**src/design/tmr_pkg.sv**
```systemverilog
// shared constants and types of the 16-bit timer control block
package tmr_pkg;

    // ------------------------------------------------------------------
    // register indices (byte address is four times the index)
    // ------------------------------------------------------------------
    localparam logic [5:0] IDX_CLOCK_EN = 6'h00;
    localparam logic [5:0] IDX_WAVE     = 6'h01;
    localparam logic [5:0] IDX_FORCED   = 6'h02;
    localparam logic [5:0] IDX_SPLIT    = 6'h03;
    localparam logic [5:0] IDX_E_CLR    = 6'h04;
    localparam logic [5:0] IDX_E_SET    = 6'h05;
    localparam logic [5:0] IDX_PERIOD   = 6'h08;
    localparam logic [5:0] IDX_CMP_BUF0 = 6'h09;
    localparam logic [5:0] IDX_COUNT    = 6'h0c;
    localparam logic [5:0] IDX_STATUS   = 6'h0d;

    // ------------------------------------------------------------------
    // field positions
    // ------------------------------------------------------------------
    localparam int EN_BIT    = 0;
    localparam int PSEL_LSB  = 1;
    localparam int MODE_LSB  = 0;
    localparam int ALOCK_BIT = 3;
    localparam int CEN_LSB   = 4;
    localparam int DIR_BIT   = 0;
    localparam int HOLD_BIT  = 1;
    localparam int CMD_LSB   = 2;
    localparam int SPLIT_BIT = 0;
    localparam int BV_LSB    = 1;

    // ------------------------------------------------------------------
    // values after reset
    // ------------------------------------------------------------------
    localparam logic [7:0]  CTRL_RST   = 8'h00;
    localparam logic [15:0] PERIOD_RST = 16'hffff;
    localparam logic [15:0] CMP_RST    = 16'h0000;

    // ------------------------------------------------------------------
    // modes and commands
    // ------------------------------------------------------------------
    typedef enum logic [2:0] {
        WG_NORMAL     = 3'b000,
        WG_FREQ       = 3'b001,
        WG_ONE_SLOPE  = 3'b011,
        WG_TWO_TOP    = 3'b101,
        WG_TWO_BOTH   = 3'b110,
        WG_TWO_BOTTOM = 3'b111
    } tmr_wave_type;

    typedef enum logic [1:0] {
        CMD_NONE       = 2'b00,
        CMD_UPDATE     = 2'b01,
        CMD_RESTART    = 2'b10,
        CMD_HARD_RESET = 2'b11
    } tmr_cmd_type;

    // prescaler mask: a tick whenever the masked count is all ones
    function automatic logic [9:0] tmr_div_mask(input logic [2:0] sel);
        case (sel)
            3'h0:    tmr_div_mask = 10'h000;
            3'h1:    tmr_div_mask = 10'h001;
            3'h2:    tmr_div_mask = 10'h003;
            3'h3:    tmr_div_mask = 10'h007;
            3'h4:    tmr_div_mask = 10'h00f;
            3'h5:    tmr_div_mask = 10'h03f;
            3'h6:    tmr_div_mask = 10'h0ff;
            default: tmr_div_mask = 10'h3ff;
        endcase
    endfunction

endpackage

```
**src/design/tmr_prescaler.sv**
```systemverilog
// clock prescaler producing the counting tick of the timer
`timescale 1ns/1ns
module tmr_prescaler (
    input  wire logic       clk_i,
    input  wire logic       rst_i,
    input  wire logic       ce_i,
    input  wire logic       run_i,
    input  wire logic       clear_i,
    input  wire logic [2:0] sel_i,
    output logic            tick_o
);
    typedef struct packed {
        logic [9:0] count;
    } tmr_psc_type;

    tmr_psc_type s_q;
    tmr_psc_type s_d;
    logic [9:0]  mask;

    assign mask   = tmr_pkg::tmr_div_mask(sel_i);
    assign tick_o = run_i & ((s_q.count & mask) == mask);

    always_comb begin
        s_d = s_q;
        // stopped or restarted prescaler starts a fresh division period
        if (!run_i || clear_i) begin
            s_d.count = 10'h000;
        end else begin
            s_d.count = s_q.count + 10'h001;
        end
    end

    always_ff @(posedge clk_i) begin
        if (rst_i) begin
            s_q <= '0;
        end else if (ce_i) begin
            s_q <= s_d;
        end
    end
endmodule

```
**src/design/tmr_timer16.sv**
```systemverilog
// 16-bit timer control registers, counter and waveform outputs
//
// Overview of operation
// - clock select code 0..7 divides clock by 1,2,4,8,16,64,256,1024
// - the timer counts only while its enable bit is one
// - in frequency and pwm modes an enabled channel drives its pin
// - with auto-lock, hold bit stays one until enabled buffers are valid
// - hold bit then stays clear until the next update sets it again
// - without auto-lock only software changes the hold bit
// - mode field picks top, update and overflow; normal and freq at top
// - pwm modes use period as top, update at bottom, overflow per mode
// - normal mode makes no waveform; others reach pins only when enabled
// - while disabled, forced value bits read and write output levels
// - forced value needs pin enable; logic block output bypasses it
// - split bit stops the 16-bit counter and drives split_enable_o
// - writing one to the clear register clears that control bit
// - writing one to the set register sets that control bit
// - command field acts once when written and always reads zero
// - command 1 forces update, 2 forces restart, 0 does nothing
// - command 3 hard-resets the timer, ignored while it is enabled
// - hold bit one blocks updates; zero lets updates happen at the update point
// - the hold bit never blocks an update forced by command
// - direction bit zero counts up, one counts down
// - buffer valid sets on buffer write, clears on update
`timescale 1ns/1ns
module tmr_timer16 (
    input  wire logic        clk_i,
    input  wire logic        rst_i,
    input  wire logic        ce_i,
    input  wire logic        wb_cyc_i,
    input  wire logic        wb_stb_i,
    input  wire logic        wb_we_i,
    input  wire logic [7:0]  wb_adr_i,
    input  wire logic [3:0]  wb_sel_i,
    input  wire logic [31:0] wb_dat_i,
    output logic [31:0]      wb_dat_o,
    output logic             wb_ack_o,
    output logic [2:0]       waveform_out_o,
    output logic [2:0]       waveform_oe_o,
    output logic [2:0]       clb_out_o,
    output logic             overflow_event_o,
    output logic             update_event_o,
    output logic             split_enable_o
);
    // ------------------------------------------------------------------
    // state
    // ------------------------------------------------------------------
    typedef struct packed {
        logic             enable;
        logic [2:0]       psel;
        logic [2:0]       cmp_en;
        logic             auto_lock;
        logic [2:0]       mode;
        logic [2:0]       wo;
        logic             split;
        logic             hold;
        logic             dir;
        logic [15:0]      period;
        logic [2:0][15:0] cmp_buf;
        logic [2:0][15:0] cmp_val;
        logic [2:0]       bv;
        logic [15:0]      count;
        logic             ovf;
        logic             upd;
        logic [31:0]      rdata;
    } tmr_state_type;

    localparam tmr_state_type STATE_RST = '{
        period:  tmr_pkg::PERIOD_RST,
        cmp_buf: {3{tmr_pkg::CMP_RST}},
        cmp_val: {3{tmr_pkg::CMP_RST}},
        default: '0
    };

    tmr_state_type s_q;
    tmr_state_type s_d;

    logic        req;
    logic        wr;
    logic [5:0]  idx;
    logic        tick;
    logic        run;
    logic        restart;
    logic [7:0]  wdat;
    logic        e_write;
    logic [1:0]  cmd_w;

    assign wdat    = wb_dat_i[7:0];
    assign e_write = wr & ((idx == tmr_pkg::IDX_E_CLR) |
                           (idx == tmr_pkg::IDX_E_SET));
    assign cmd_w   = e_write ? wdat[tmr_pkg::CMD_LSB +: 2] : 2'b00;
    assign restart = (cmd_w == tmr_pkg::CMD_RESTART);
    assign run     = s_q.enable & ~s_q.split;

    // ------------------------------------------------------------------
    // bus handshake and prescaler
    // ------------------------------------------------------------------
    tmr_wb_slave u_bus (
        .clk_i (clk_i),
        .rst_i (rst_i),
        .ce_i  (ce_i),
        .cyc_i (wb_cyc_i),
        .stb_i (wb_stb_i),
        .we_i  (wb_we_i),
        .adr_i (wb_adr_i),
        .sel_i (wb_sel_i),
        .ack_o (wb_ack_o),
        .req_o (req),
        .wr_o  (wr),
        .idx_o (idx)
    );

    tmr_prescaler u_psc (
        .clk_i   (clk_i),
        .rst_i   (rst_i),
        .ce_i    (ce_i),
        .run_i   (run),
        .clear_i (restart),
        .sel_i   (s_q.psel),
        .tick_o  (tick)
    );

    // ------------------------------------------------------------------
    // next state
    // ------------------------------------------------------------------
    always_comb begin
        logic [15:0] top;
        logic        hit_top;
        logic        hit_bot;
        logic        dual;
        logic        pwm;
        logic        upd_hw;
        logic        all_valid;
        logic        do_update;
        top       = 16'h0000;
        hit_top   = 1'b0;
        hit_bot   = 1'b0;
        dual      = 1'b0;
        pwm       = 1'b0;
        upd_hw    = 1'b0;
        all_valid = 1'b0;
        do_update = 1'b0;

        s_d     = s_q;
        s_d.ovf = 1'b0;
        s_d.upd = 1'b0;

        // register writes
        if (wr) begin
            case (idx)
                tmr_pkg::IDX_CLOCK_EN: begin
                    s_d.enable = wdat[tmr_pkg::EN_BIT];
                    s_d.psel   = wdat[tmr_pkg::PSEL_LSB +: 3];
                end
                tmr_pkg::IDX_WAVE: begin
                    s_d.cmp_en    = wdat[tmr_pkg::CEN_LSB +: 3];
                    s_d.auto_lock = wdat[tmr_pkg::ALOCK_BIT];
                    s_d.mode      = wdat[tmr_pkg::MODE_LSB +: 3];
                end
                tmr_pkg::IDX_FORCED: begin
                    // only a stopped timer lets software own the levels
                    if (!s_q.enable) begin
                        s_d.wo = wdat[2:0];
                    end
                end
                tmr_pkg::IDX_SPLIT: begin
                    s_d.split = wdat[tmr_pkg::SPLIT_BIT];
                end
                tmr_pkg::IDX_E_CLR: begin
                    if (wdat[tmr_pkg::HOLD_BIT]) begin
                        s_d.hold = 1'b0;
                    end
                    if (wdat[tmr_pkg::DIR_BIT]) begin
                        s_d.dir = 1'b0;
                    end
                end
                tmr_pkg::IDX_E_SET: begin
                    if (wdat[tmr_pkg::HOLD_BIT]) begin
                        s_d.hold = 1'b1;
                    end
                    if (wdat[tmr_pkg::DIR_BIT]) begin
                        s_d.dir = 1'b1;
                    end
                end
                tmr_pkg::IDX_PERIOD: begin
                    s_d.period = wb_dat_i[15:0];
                end
                default: begin
                end
            endcase
            for (int n = 0; n < 3; n++) begin
                if (idx == tmr_pkg::IDX_CMP_BUF0 + 6'(n)) begin
                    s_d.cmp_buf[n] = wb_dat_i[15:0];
                end
            end
        end

        // counter sequence
        dual = (s_q.mode == tmr_pkg::WG_TWO_TOP) |
               (s_q.mode == tmr_pkg::WG_TWO_BOTH) |
               (s_q.mode == tmr_pkg::WG_TWO_BOTTOM);
        pwm  = dual | (s_q.mode == tmr_pkg::WG_ONE_SLOPE);
        top  = (s_q.mode == tmr_pkg::WG_FREQ) ? s_q.cmp_val[0]
                                              : s_q.period;
        if (tick) begin
            if (!s_q.dir) begin
                if (s_q.count >= top) begin
                    hit_top = 1'b1;
                    if (dual) begin
                        s_d.dir   = 1'b1;
                        s_d.count = s_q.count - 16'h0001;
                    end else begin
                        hit_bot   = 1'b1;
                        s_d.count = 16'h0000;
                    end
                end else begin
                    s_d.count = s_q.count + 16'h0001;
                end
            end else begin
                if (s_q.count == 16'h0000) begin
                    hit_bot = 1'b1;
                    if (dual) begin
                        s_d.dir   = 1'b0;
                        s_d.count = 16'h0001;
                    end else begin
                        s_d.count = top;
                    end
                end else begin
                    s_d.count = s_q.count - 16'h0001;
                end
            end
        end

        // update and overflow points
        upd_hw = pwm ? hit_bot : (hit_top & ~s_q.dir);
        case (s_q.mode)
            tmr_pkg::WG_NORMAL,
            tmr_pkg::WG_FREQ:       s_d.ovf = hit_top & ~s_q.dir;
            tmr_pkg::WG_ONE_SLOPE:  s_d.ovf = hit_bot;
            tmr_pkg::WG_TWO_TOP:    s_d.ovf = hit_top;
            tmr_pkg::WG_TWO_BOTH:   s_d.ovf = hit_top | hit_bot;
            tmr_pkg::WG_TWO_BOTTOM: s_d.ovf = hit_bot;
            default:                s_d.ovf = 1'b0;
        endcase

        do_update = (upd_hw & ~s_q.hold) |
                    (cmd_w == tmr_pkg::CMD_UPDATE);
        if (do_update) begin
            s_d.cmp_val = s_q.cmp_buf;
            s_d.bv      = 3'b000;
            s_d.upd     = 1'b1;
        end
        // a buffer write in the update cycle keeps its valid flag
        for (int n = 0; n < 3; n++) begin
            if (wr && idx == tmr_pkg::IDX_CMP_BUF0 + 6'(n)) begin
                s_d.bv[n] = 1'b1;
            end
        end

        // auto-lock overrides software on the hold bit; off, it never acts
        all_valid = &(s_q.bv | ~s_q.cmp_en);
        if (s_q.auto_lock) begin
            if (upd_hw || !all_valid) begin
                s_d.hold = 1'b1;
            end else begin
                s_d.hold = 1'b0;
            end
        end

        // waveform generator; normal mode leaves the levels alone
        if (tick && s_q.mode == tmr_pkg::WG_FREQ) begin
            for (int n = 0; n < 3; n++) begin
                if (s_q.count == s_q.cmp_val[n]) begin
                    s_d.wo[n] = ~s_q.wo[n];
                end
            end
        end else if (tick && pwm) begin
            for (int n = 0; n < 3; n++) begin
                s_d.wo[n] = s_d.count < s_q.cmp_val[n];
            end
        end

        // restart and hard reset commands
        if (restart) begin
            s_d.count = 16'h0000;
            s_d.dir   = 1'b0;
        end
        if (cmd_w == tmr_pkg::CMD_HARD_RESET && !s_q.enable) begin
            s_d = STATE_RST;
        end

        // read data is captured in the first cycle of a request
        if (req) begin
            case (idx)
                tmr_pkg::IDX_CLOCK_EN:
                    s_d.rdata = {28'h0, s_q.psel, s_q.enable};
                tmr_pkg::IDX_WAVE:
                    s_d.rdata = {25'h0, s_q.cmp_en, s_q.auto_lock,
                                 s_q.mode};
                tmr_pkg::IDX_FORCED:
                    s_d.rdata = {29'h0, s_q.wo};
                tmr_pkg::IDX_SPLIT:
                    s_d.rdata = {31'h0, s_q.split};
                tmr_pkg::IDX_E_CLR,
                tmr_pkg::IDX_E_SET:
                    s_d.rdata = {30'h0, s_q.hold, s_q.dir};
                tmr_pkg::IDX_PERIOD:
                    s_d.rdata = {16'h0, s_q.period};
                tmr_pkg::IDX_CMP_BUF0:
                    s_d.rdata = {16'h0, s_q.cmp_buf[0]};
                tmr_pkg::IDX_CMP_BUF0 + 6'h01:
                    s_d.rdata = {16'h0, s_q.cmp_buf[1]};
                tmr_pkg::IDX_CMP_BUF0 + 6'h02:
                    s_d.rdata = {16'h0, s_q.cmp_buf[2]};
                tmr_pkg::IDX_COUNT:
                    s_d.rdata = {16'h0, s_q.count};
                tmr_pkg::IDX_STATUS:
                    s_d.rdata = {28'h0, s_q.bv, s_q.hold};
                default:
                    s_d.rdata = 32'h0000_0000;
            endcase
        end
    end

    always_ff @(posedge clk_i) begin
        if (rst_i) begin
            s_q <= STATE_RST;
        end else if (ce_i) begin
            s_q <= s_d;
        end
    end

    // ------------------------------------------------------------------
    // outputs
    // ------------------------------------------------------------------
    // a stopped timer may still show forced levels when the pin is enabled
    assign waveform_oe_o = s_q.cmp_en &
        {3{(s_q.mode != tmr_pkg::WG_NORMAL) | ~s_q.enable}};
    assign waveform_out_o   = s_q.wo;
    assign clb_out_o        = s_q.wo;
    assign wb_dat_o         = s_q.rdata;
    assign overflow_event_o = s_q.ovf;
    assign update_event_o   = s_q.upd;
    assign split_enable_o   = s_q.split;
endmodule

```
**src/design/tmr_wb_slave.sv**
```systemverilog
// classic wishbone handshake for the timer register file
`timescale 1ns/1ns
module tmr_wb_slave (
    input  wire logic       clk_i,
    input  wire logic       rst_i,
    input  wire logic       ce_i,
    input  wire logic       cyc_i,
    input  wire logic       stb_i,
    input  wire logic       we_i,
    input  wire logic [7:0] adr_i,
    input  wire logic [3:0] sel_i,
    output logic            ack_o,
    output logic            req_o,
    output logic            wr_o,
    output logic [5:0]      idx_o
);
    typedef struct packed {
        logic ack;
    } tmr_wb_type;

    tmr_wb_type s_q;
    tmr_wb_type s_d;

    // request seen in its first cycle; read data is captured there
    assign req_o = cyc_i & stb_i & ~s_q.ack;
    // writes land on the edge where the master samples ack
    assign wr_o  = cyc_i & stb_i & s_q.ack & we_i & sel_i[0];
    assign idx_o = adr_i[7:2];
    assign ack_o = s_q.ack;

    always_comb begin
        s_d     = s_q;
        s_d.ack = cyc_i & stb_i & ~s_q.ack;
    end

    always_ff @(posedge clk_i) begin
        if (rst_i) begin
            s_q <= '0;
        end else if (ce_i) begin
            s_q <= s_d;
        end
    end
endmodule

```
**config.mk**
```make
export PLATFORM = sky130hd
export DESIGN_NAME = tmr_timer16
export DESIGN_NICKNAME = d
export VERILOG_FILES = /design/src/design/tmr_pkg.sv /design/src/design/tmr_prescaler.sv /design/src/design/tmr_timer16.sv /design/src/design/tmr_wb_slave.sv
export SDC_FILE = /design/constraint.sdc
export NUM_CORES = 1
export LEC_CHECK = 0
export BUFFER_PORTS_ARGS = -buffer_cell sky130_fd_sc_hd__buf_4
export CORE_MARGIN = 2
export CORE_UTILIZATION = 40
export CTS_CLUSTER_DIAMETER = 80
export DETAILED_ROUTE_END_ITERATION = 8
export GPL_ROUTABILITY_DRIVEN = 0
export PLACE_DENSITY_LB_ADDON = 0.12
export SYNTH_ARGS = -nofsm -noshare
export SYNTH_HDL_FRONTEND = slang
export SYNTH_SLANG_ARGS = --single-unit
```
**constraint.sdc**
```tcl
create_clock -name clk_i -period 14.8 [get_ports clk_i]
set_clock_uncertainty 0.2 [all_clocks]
set_input_delay 0.74 -clock clk_i [delete_from_list [all_inputs] [get_ports clk_i]]
set_output_delay 0.74 -clock clk_i [all_outputs]
set_load 0.02 [all_outputs]
```
# Word level (Yosys, flattened, before mapping)
# Index checks and enable logic that the tools add are counted.
[totals] register_bits=193 out_inout_bits=45 word_cells=198
[classes] n_addsub=3 n_lt_le_gt_ge=4 n_eq_ne=31 n_mux=58 bitwise=29 reduce_logical=48
[op_table] operator="$mux 16" n=12
[op_table] operator="$mux 182" n=1
[op_table] operator="$pmux 16 s11" n=1
[op_table] operator="$mux 81" n=1
[op_table] operator="$pmux 10 s7" n=1
[op_table] operator="$mux 51" n=1
[op_table] operator="$eq 16x16->1" n=3
[op_table] operator="$lt 16x16->1" n=3
[op_table] operator="$eq 6x4->1 const B" n=6
[op_table] operator="$mux 32" n=1
[op_table] operator="$mux 1" n=30
[op_table] operator="$reduce_and 3->1" n=8
[op_table] operator="$reduce_bool 2->1" n=10
[op_table] operator="$eq 3x3->1 const B" n=6
[op_table] operator="$add 16x1->16 const B" n=1
[op_table] operator="$ge 16x16->1" n=1
[op_table] operator="$logic_not 16->1" n=1
[op_table] operator="$sub 16x1->16 const B" n=1
[op_table] operator="$reduce_bool 3->1" n=5
[op_table] operator="$eq 6x2->1 const B" n=2
[op_table] operator="$eq 6x3->1 const B" n=2
[op_table] operator="$mux 3" n=4
[op_table] operator="$add 10x1->10 const B" n=1
[op_table] operator="$and 1x1->1" n=10
[op_table] operator="other kinds (28)" n=61

# Logic depth before layout (Yosys ltp)
[logic_depth] depth_word=14 ltp_mapped=23 ltp_nobuf=18

# Hierarchy
# From an unflattened synthesis, not the netlist that was laid out.
[unflattened] cells_unflattened=1363 hier_area_um2=11205.7
[by_module_without_submodules] module="tmr_timer16" instances=1 cells_per_inst=1289 area_per_inst_um2=10597.7 seq_area_each_um2=3323.2
[by_module_without_submodules] module="tmr_prescaler" instances=1 cells_per_inst=60 area_per_inst_um2=506.7 seq_area_each_um2=200.2
[by_module_without_submodules] module="tmr_wb_slave" instances=1 cells_per_inst=14 area_per_inst_um2=101.3 seq_area_each_um2=20.0

# Worst setup path after synthesis
# Ideal clock, no wire load.
[synth_timing] path_type="flip-flop to flip-flop" startpoint="reg s_q[173] in the netlist's numbering" endpoint="reg s_q, in the netlist clb_out_o[1]" setup_time_ns=0.079 arrival_time_ns=5.827 path_slack_ns=8.694 stages_incl_launch_ff=24 path_cell_list="dfxtp_1 > clkbuf_1 > nor3b_1 > buf_1 > clkbuf_1 > mux2i_1 > ha_1 > and4_1 > nand4_1 > or4_1 > clkbuf_1 > nand4_1 > clkbuf_1 > o22a_1 > o31ai_1 > a22o_1 > ha_1 > a21o_1 > a21o_1 > a21o_1 > a2111oi_0 > a41oi_1 > a2111o_1 > a211oi_2"
[synth_via] elab_chain_len=11
[synth_rtl] element="start: declaration" line="tmr_timer16.sv:75" source="tmr_state_type s_q;"
[synth_rtl] element="start signal: assignment" line="tmr_timer16.sv:327" source="s_q <= STATE_RST;"
[synth_rtl] element="start signal: assignment" line="tmr_timer16.sv:329" source="s_q <= s_d;"
[synth_rtl] element="parallel branches: the longest is 9 deep, another holds $ge 16x16->1"
[synth_rtl] element="$mux 3 (*)" line="tmr_timer16.sv:271" source="if (tick && s_q.mode == tmr_pkg::WG_FREQ) begin"
[synth_rtl] element="$mux 182 (*)" line="tmr_timer16.sv:288" source="if (cmd_w == tmr_pkg::CMD_HARD_RESET && !s_q.enable) begin"
# Every way passes the cells marked *. The select of a mux whose other input is x is not followed.
# A chain may end at the register's enable or synchronous reset.

# Worst setup path in the final report
[layout_timing] startpoint="reg s_q[171] in the netlist's numbering" endpoint="reg s_q, in the netlist clb_out_o[1]"
# The elaborated chain is that of the path after synthesis.

==> metrics.log <==
[metrics] gr ovfl total: 0
[metrics] arrival time worst endpoint: 7850 ps
[metrics] clock root buffer: clkbuf_16
[metrics] proportion of layout cells with a drive suffix above 1: 0.0888
[metrics] number of CTS-inserted buffers: 17
[metrics] status: finished clean
[metrics] effective utilization at floorplan: 0.404
[metrics] antenna violations before repair: 0
[metrics] areal power density over the cells: 76.9 nW/um2
[metrics] critical path cell sequence: nor3b_2, buf_4, mux2i_1, ha_1, a21o_1, a221o_1, a21oi_1, nand4_1, nand2_1, o21ai_0, a22o_1, ha_1, a21o_1, a21o_1, a21o_1, a2111oi_0, a41oi_1, a2111o_1, a211oi_2
[metrics] per-cell routed wire length: 22.7 um
[metrics] clock period minus worst slack: 7690 ps
[metrics] wire length of the first global-routing pass: 65.3 mm
[metrics] register bit count reported by yosys: 177
[metrics] Worst-Skew Late Latency: 440 ps
[metrics] number of flops mapped to enable cells by yosys: 0
[metrics] crit path buf inv count: 1
[metrics] part of the power in combinational logic: 0.040
[metrics] register clock-pin slew on the reported worst setup and hold paths: 70 ps
[metrics] nature of the critical path startpoint: flip-flop
[metrics] CP Max Fanout: 18
[metrics] reported max-cap violation count: 0
[metrics] kind of path behind the tightest hold check: reg -> reg
[metrics] fraction of registers with async set or reset after synthesis: 0
[metrics] data required time at the worst endpoint: 14960 ps
[metrics] highest clock frequency the design can meet: 130 MHz
[metrics] fraction of the yosys area taken by sequential cells: 0.306
[metrics] leakage: 4.35 nW
[metrics] category of the most critical setup path: reg -> reg
[metrics] cell-internal power: 0.709 mW
[metrics] number of global-route vias before repair: 10600
[metrics] non-filler instance count after layout: 1871
[metrics] Num Clock Sinks: 177
[metrics] most frequent CP cell: a21o_1
[metrics] H-tree depth: 4
[metrics] Setup Fix Bufs, Post-CTS: 0
[metrics] library cells used by synthesis: 82
[metrics] count of final setup violators: 0
[metrics] via count normalized by instance count: 6.12
[metrics] final hold violations: 0
[metrics] detailed-routing iteration count for the pre-antenna-repair pass: 8
[metrics] type of destination of the critical path: flip-flop
[metrics] cell with the largest stage delay on the worst path: nand4_1
[metrics] dominant synthesized flop cell: dfxtp_1
[metrics] sw power: 0.259 mW
[metrics] post_cts resized: 0
[metrics] part of the power in registers: 0.492
[metrics] clock tree buffer depth: 2
[metrics] Final Power: 0.968 mW
[metrics] die outline height: 174 um
[metrics] TritonCTS clock tree: yes
[metrics] x dimension of the die: 174 um
[metrics] Worst-Margin Slew: 1190 ps
[metrics] switching power as a share of total power: 0.267
[metrics] count of unresolved DRC violations after routing: 0
[metrics] post-route cell area: 12600 um2
[metrics] Detailed Route Iter0 Violations: 1439
[metrics] number of filler cells placed in the layout: 2954
[metrics] Syn Std Cell Area: 11600 um2
[metrics] detailed-route via count: 11400
[metrics] Die Footprint: 30300 um2
[metrics] number of diodes: 0
[metrics] number of instances in the synthesized netlist: 1511
[metrics] number of buffers inserted by hold repair at cts: 0
[metrics] antenna violation net count after detailed routing: 0
[metrics] part of the power in the clock network: 0.468
[metrics] Tcrit/Tclk final: 0.520
[metrics] total global-route track usage: 0.279
[metrics] Yosys warning count: 0
[metrics] IO Count: 95
[metrics] Post-Synthesis Mean Instance Area: 7.66 um2
[metrics] Floorplan Core Area: 28600 um2
[metrics] biggest cell delay along the critical path: 840 ps
[metrics] Setup TNS Final: 0 ps
[metrics] DP HPWL: 29.6 mm
[metrics] maximum number of pins on one net before global-route repair: 102
[metrics] Post-Place Cells: 1840
[metrics] total count of max-transition violations in the final report: 0
[metrics] Layout Area Growth over Synthesis: 8.82%
[metrics] number of cell rows: 62
[metrics] Routed Wire Length: 42.5 mm
[metrics] unrepaired setup endpoints after global routing: no
[metrics] quantity of I/O buffers inserted on ports: 57
[metrics] DP Area: 12000 um2
[metrics] Worst IR Drop VDD: 0.0000833 V
[metrics] Final nets: 1589
[metrics] delay-heaviest family, CP: compound AO/OA/AOI/OAI gates
[metrics] normalized max-slew margin: 0.205
## power by group through the flow
stage | clock, mW | sequential [mW] | combinational [mW]
after CTS | 0.460 | 0.476 | 0.0381
after global placement | 0 | 0.488 | 0.0384
after floorplan | 0 | 0.488 | 0.0239
final | 0.453 | 0.476 | 0.0389
after global routing | 0.481 | 0.476 | 0.0409
after detailed placement | 0 | 0.488 | 0.0381
## final cells by class
type	count	area, um2	area share
clock buffers	17	425	0.0338
clock inverters	14	148	0.0117
inverters	61	229	0.0182
multi-input cells	1139	7180	0.570
flip-flops and latches	177	3540	0.281
well taps	384	480	0.0381
repair buffers	79	593	0.0471
## metrics by stage
stage                     worst slack [ps]  utilization  hold WS [ps]
after floorplan                       8690            -           237
after global placement                7530        0.420           247
after detailed placement              7420        0.420           255
after CTS                             7370        0.440           269
after global routing                  6970        0.440           293
final                                 7110        0.440           268
## placed cells by master (no fill, tap or decap), types with 9 or more instances in the layout
cell	netlist	final
conb_1	1	16
o21ai_0	47	47
a211oi_1	11	11
and3_1	12	12
xor2_1	9	9
nor2b_1	10	10
nor2_1	92	92
dfxtp_1	177	177
a22oi_1	28	28
a211o_1	13	13
clkbuf_16	0	17
nor3_1	17	13
o31ai_1	9	9
nand3_1	120	120
nor4_1	11	11
ha_1	64	64
a21o_1	15	15
a21oi_1	179	179
nand4_1	42	42
nand2_1	179	178
buf_4	39	79
mux2i_1	31	31
a31oi_1	13	13
inv_1	60	60
nand2b_1	10	10
xnor2_1	64	64
## cell families (layout without fill, tap and decap cells)
family | count (synthesis) | after routing | share of synthesized area
xor+xnor | 73 | 73 | 0.0552
fa+ha+maj | 64 | 64 | 0.0692
mux | 33 | 33 | 0.0288
simple gates | 534 | 534 | 0.223
flops | 177 | 177 | 0.306
buf+inv | 210 | 171 | 0.0842
other cells | 1 | 16 | 0.000324
compound gates | 419 | 419 | 0.233
## sequential cells by signal (all words and copies together) (netlist names)
| signal | cells |
|---|---|
| clb_out_o | 3 |
| overflow_event_o | 1 |
| s_q | 144 |
| split_enable_o | 1 |
| u_bus.ack_o | 1 |
| u_psc.s_q | 10 |
| update_event_o | 1 |
| wb_dat_o | 16 |
## metal layers
metal / vias up / routed length (um) / track usage
met5: - / 0 / 0
met4: 0 / 1040 / 0.0889
met3: 63 / 2850 / 0.0409
met2: 477 / 18900 / 0.434
met1: 5532 / 19800 / 0.397
li1: 5375 / - / -
## path summary, 6_finish.rpt
kind | from | to | slack [ps] | cells after the start
worst max-delay path | s_q[171] | clb_out_o[1] | 7110 | 19
worst min-delay path | overflow_event_o | overflow_event_o | 270 | 2
worst max register to register | s_q[171] | clb_out_o[1] | 7110 | 19
worst min register to register | overflow_event_o | overflow_event_o | 270 | 2
## synth_stat cells, types with 6 or more instances
cell type	n	area (um2)
a22oi_1	28	210
nand4_1	42	263
ha_1	64	801
and3_1	12	75.1
xor2_1	9	78.8
o21ai_0	47	235
nand3_1	120	601
o21a_1	7	52.6
mux2i_1	31	310
nor2_1	92	345
a21o_1	15	113
a221oi_1	7	61.3
a222oi_1	8	80.1
buf_4	39	293
o31ai_1	9	67.6
nand2b_1	10	62.6
dfxtp_1	177	3540
buf_1	10	37.5
and2_1	6	37.5
inv_1	60	225
a31oi_1	13	81.3
or3_1	6	37.5
a22o_1	8	70.1
buf_2	7	35.0
nand2_1	179	672
nor2b_1	10	62.6
a211o_1	13	114
clkbuf_1	88	330
xnor2_1	64	561
a211oi_1	11	82.6
nor3_1	17	85.1
a21oi_1	179	896
o22ai_1	8	50.1
a32o_1	7	70.1
nor4_1	11	68.8
## worst reg2reg max path, delay by kind of cell (launching register included)
| kind | cells | cell delay, ps |
|---|---|---|
| AO/OA/AOI/OAI | 12 | 3770 |
| AND/OR/NAND/NOR | 3 | 1720 |
| flip-flops | 1 | 590 |
| adder cells (fa/ha/maj) | 2 | 560 |
| multiplexers | 1 | 470 |
| buffers and inverters | 1 | 320 |
Power figures use the tool's default switching activity.
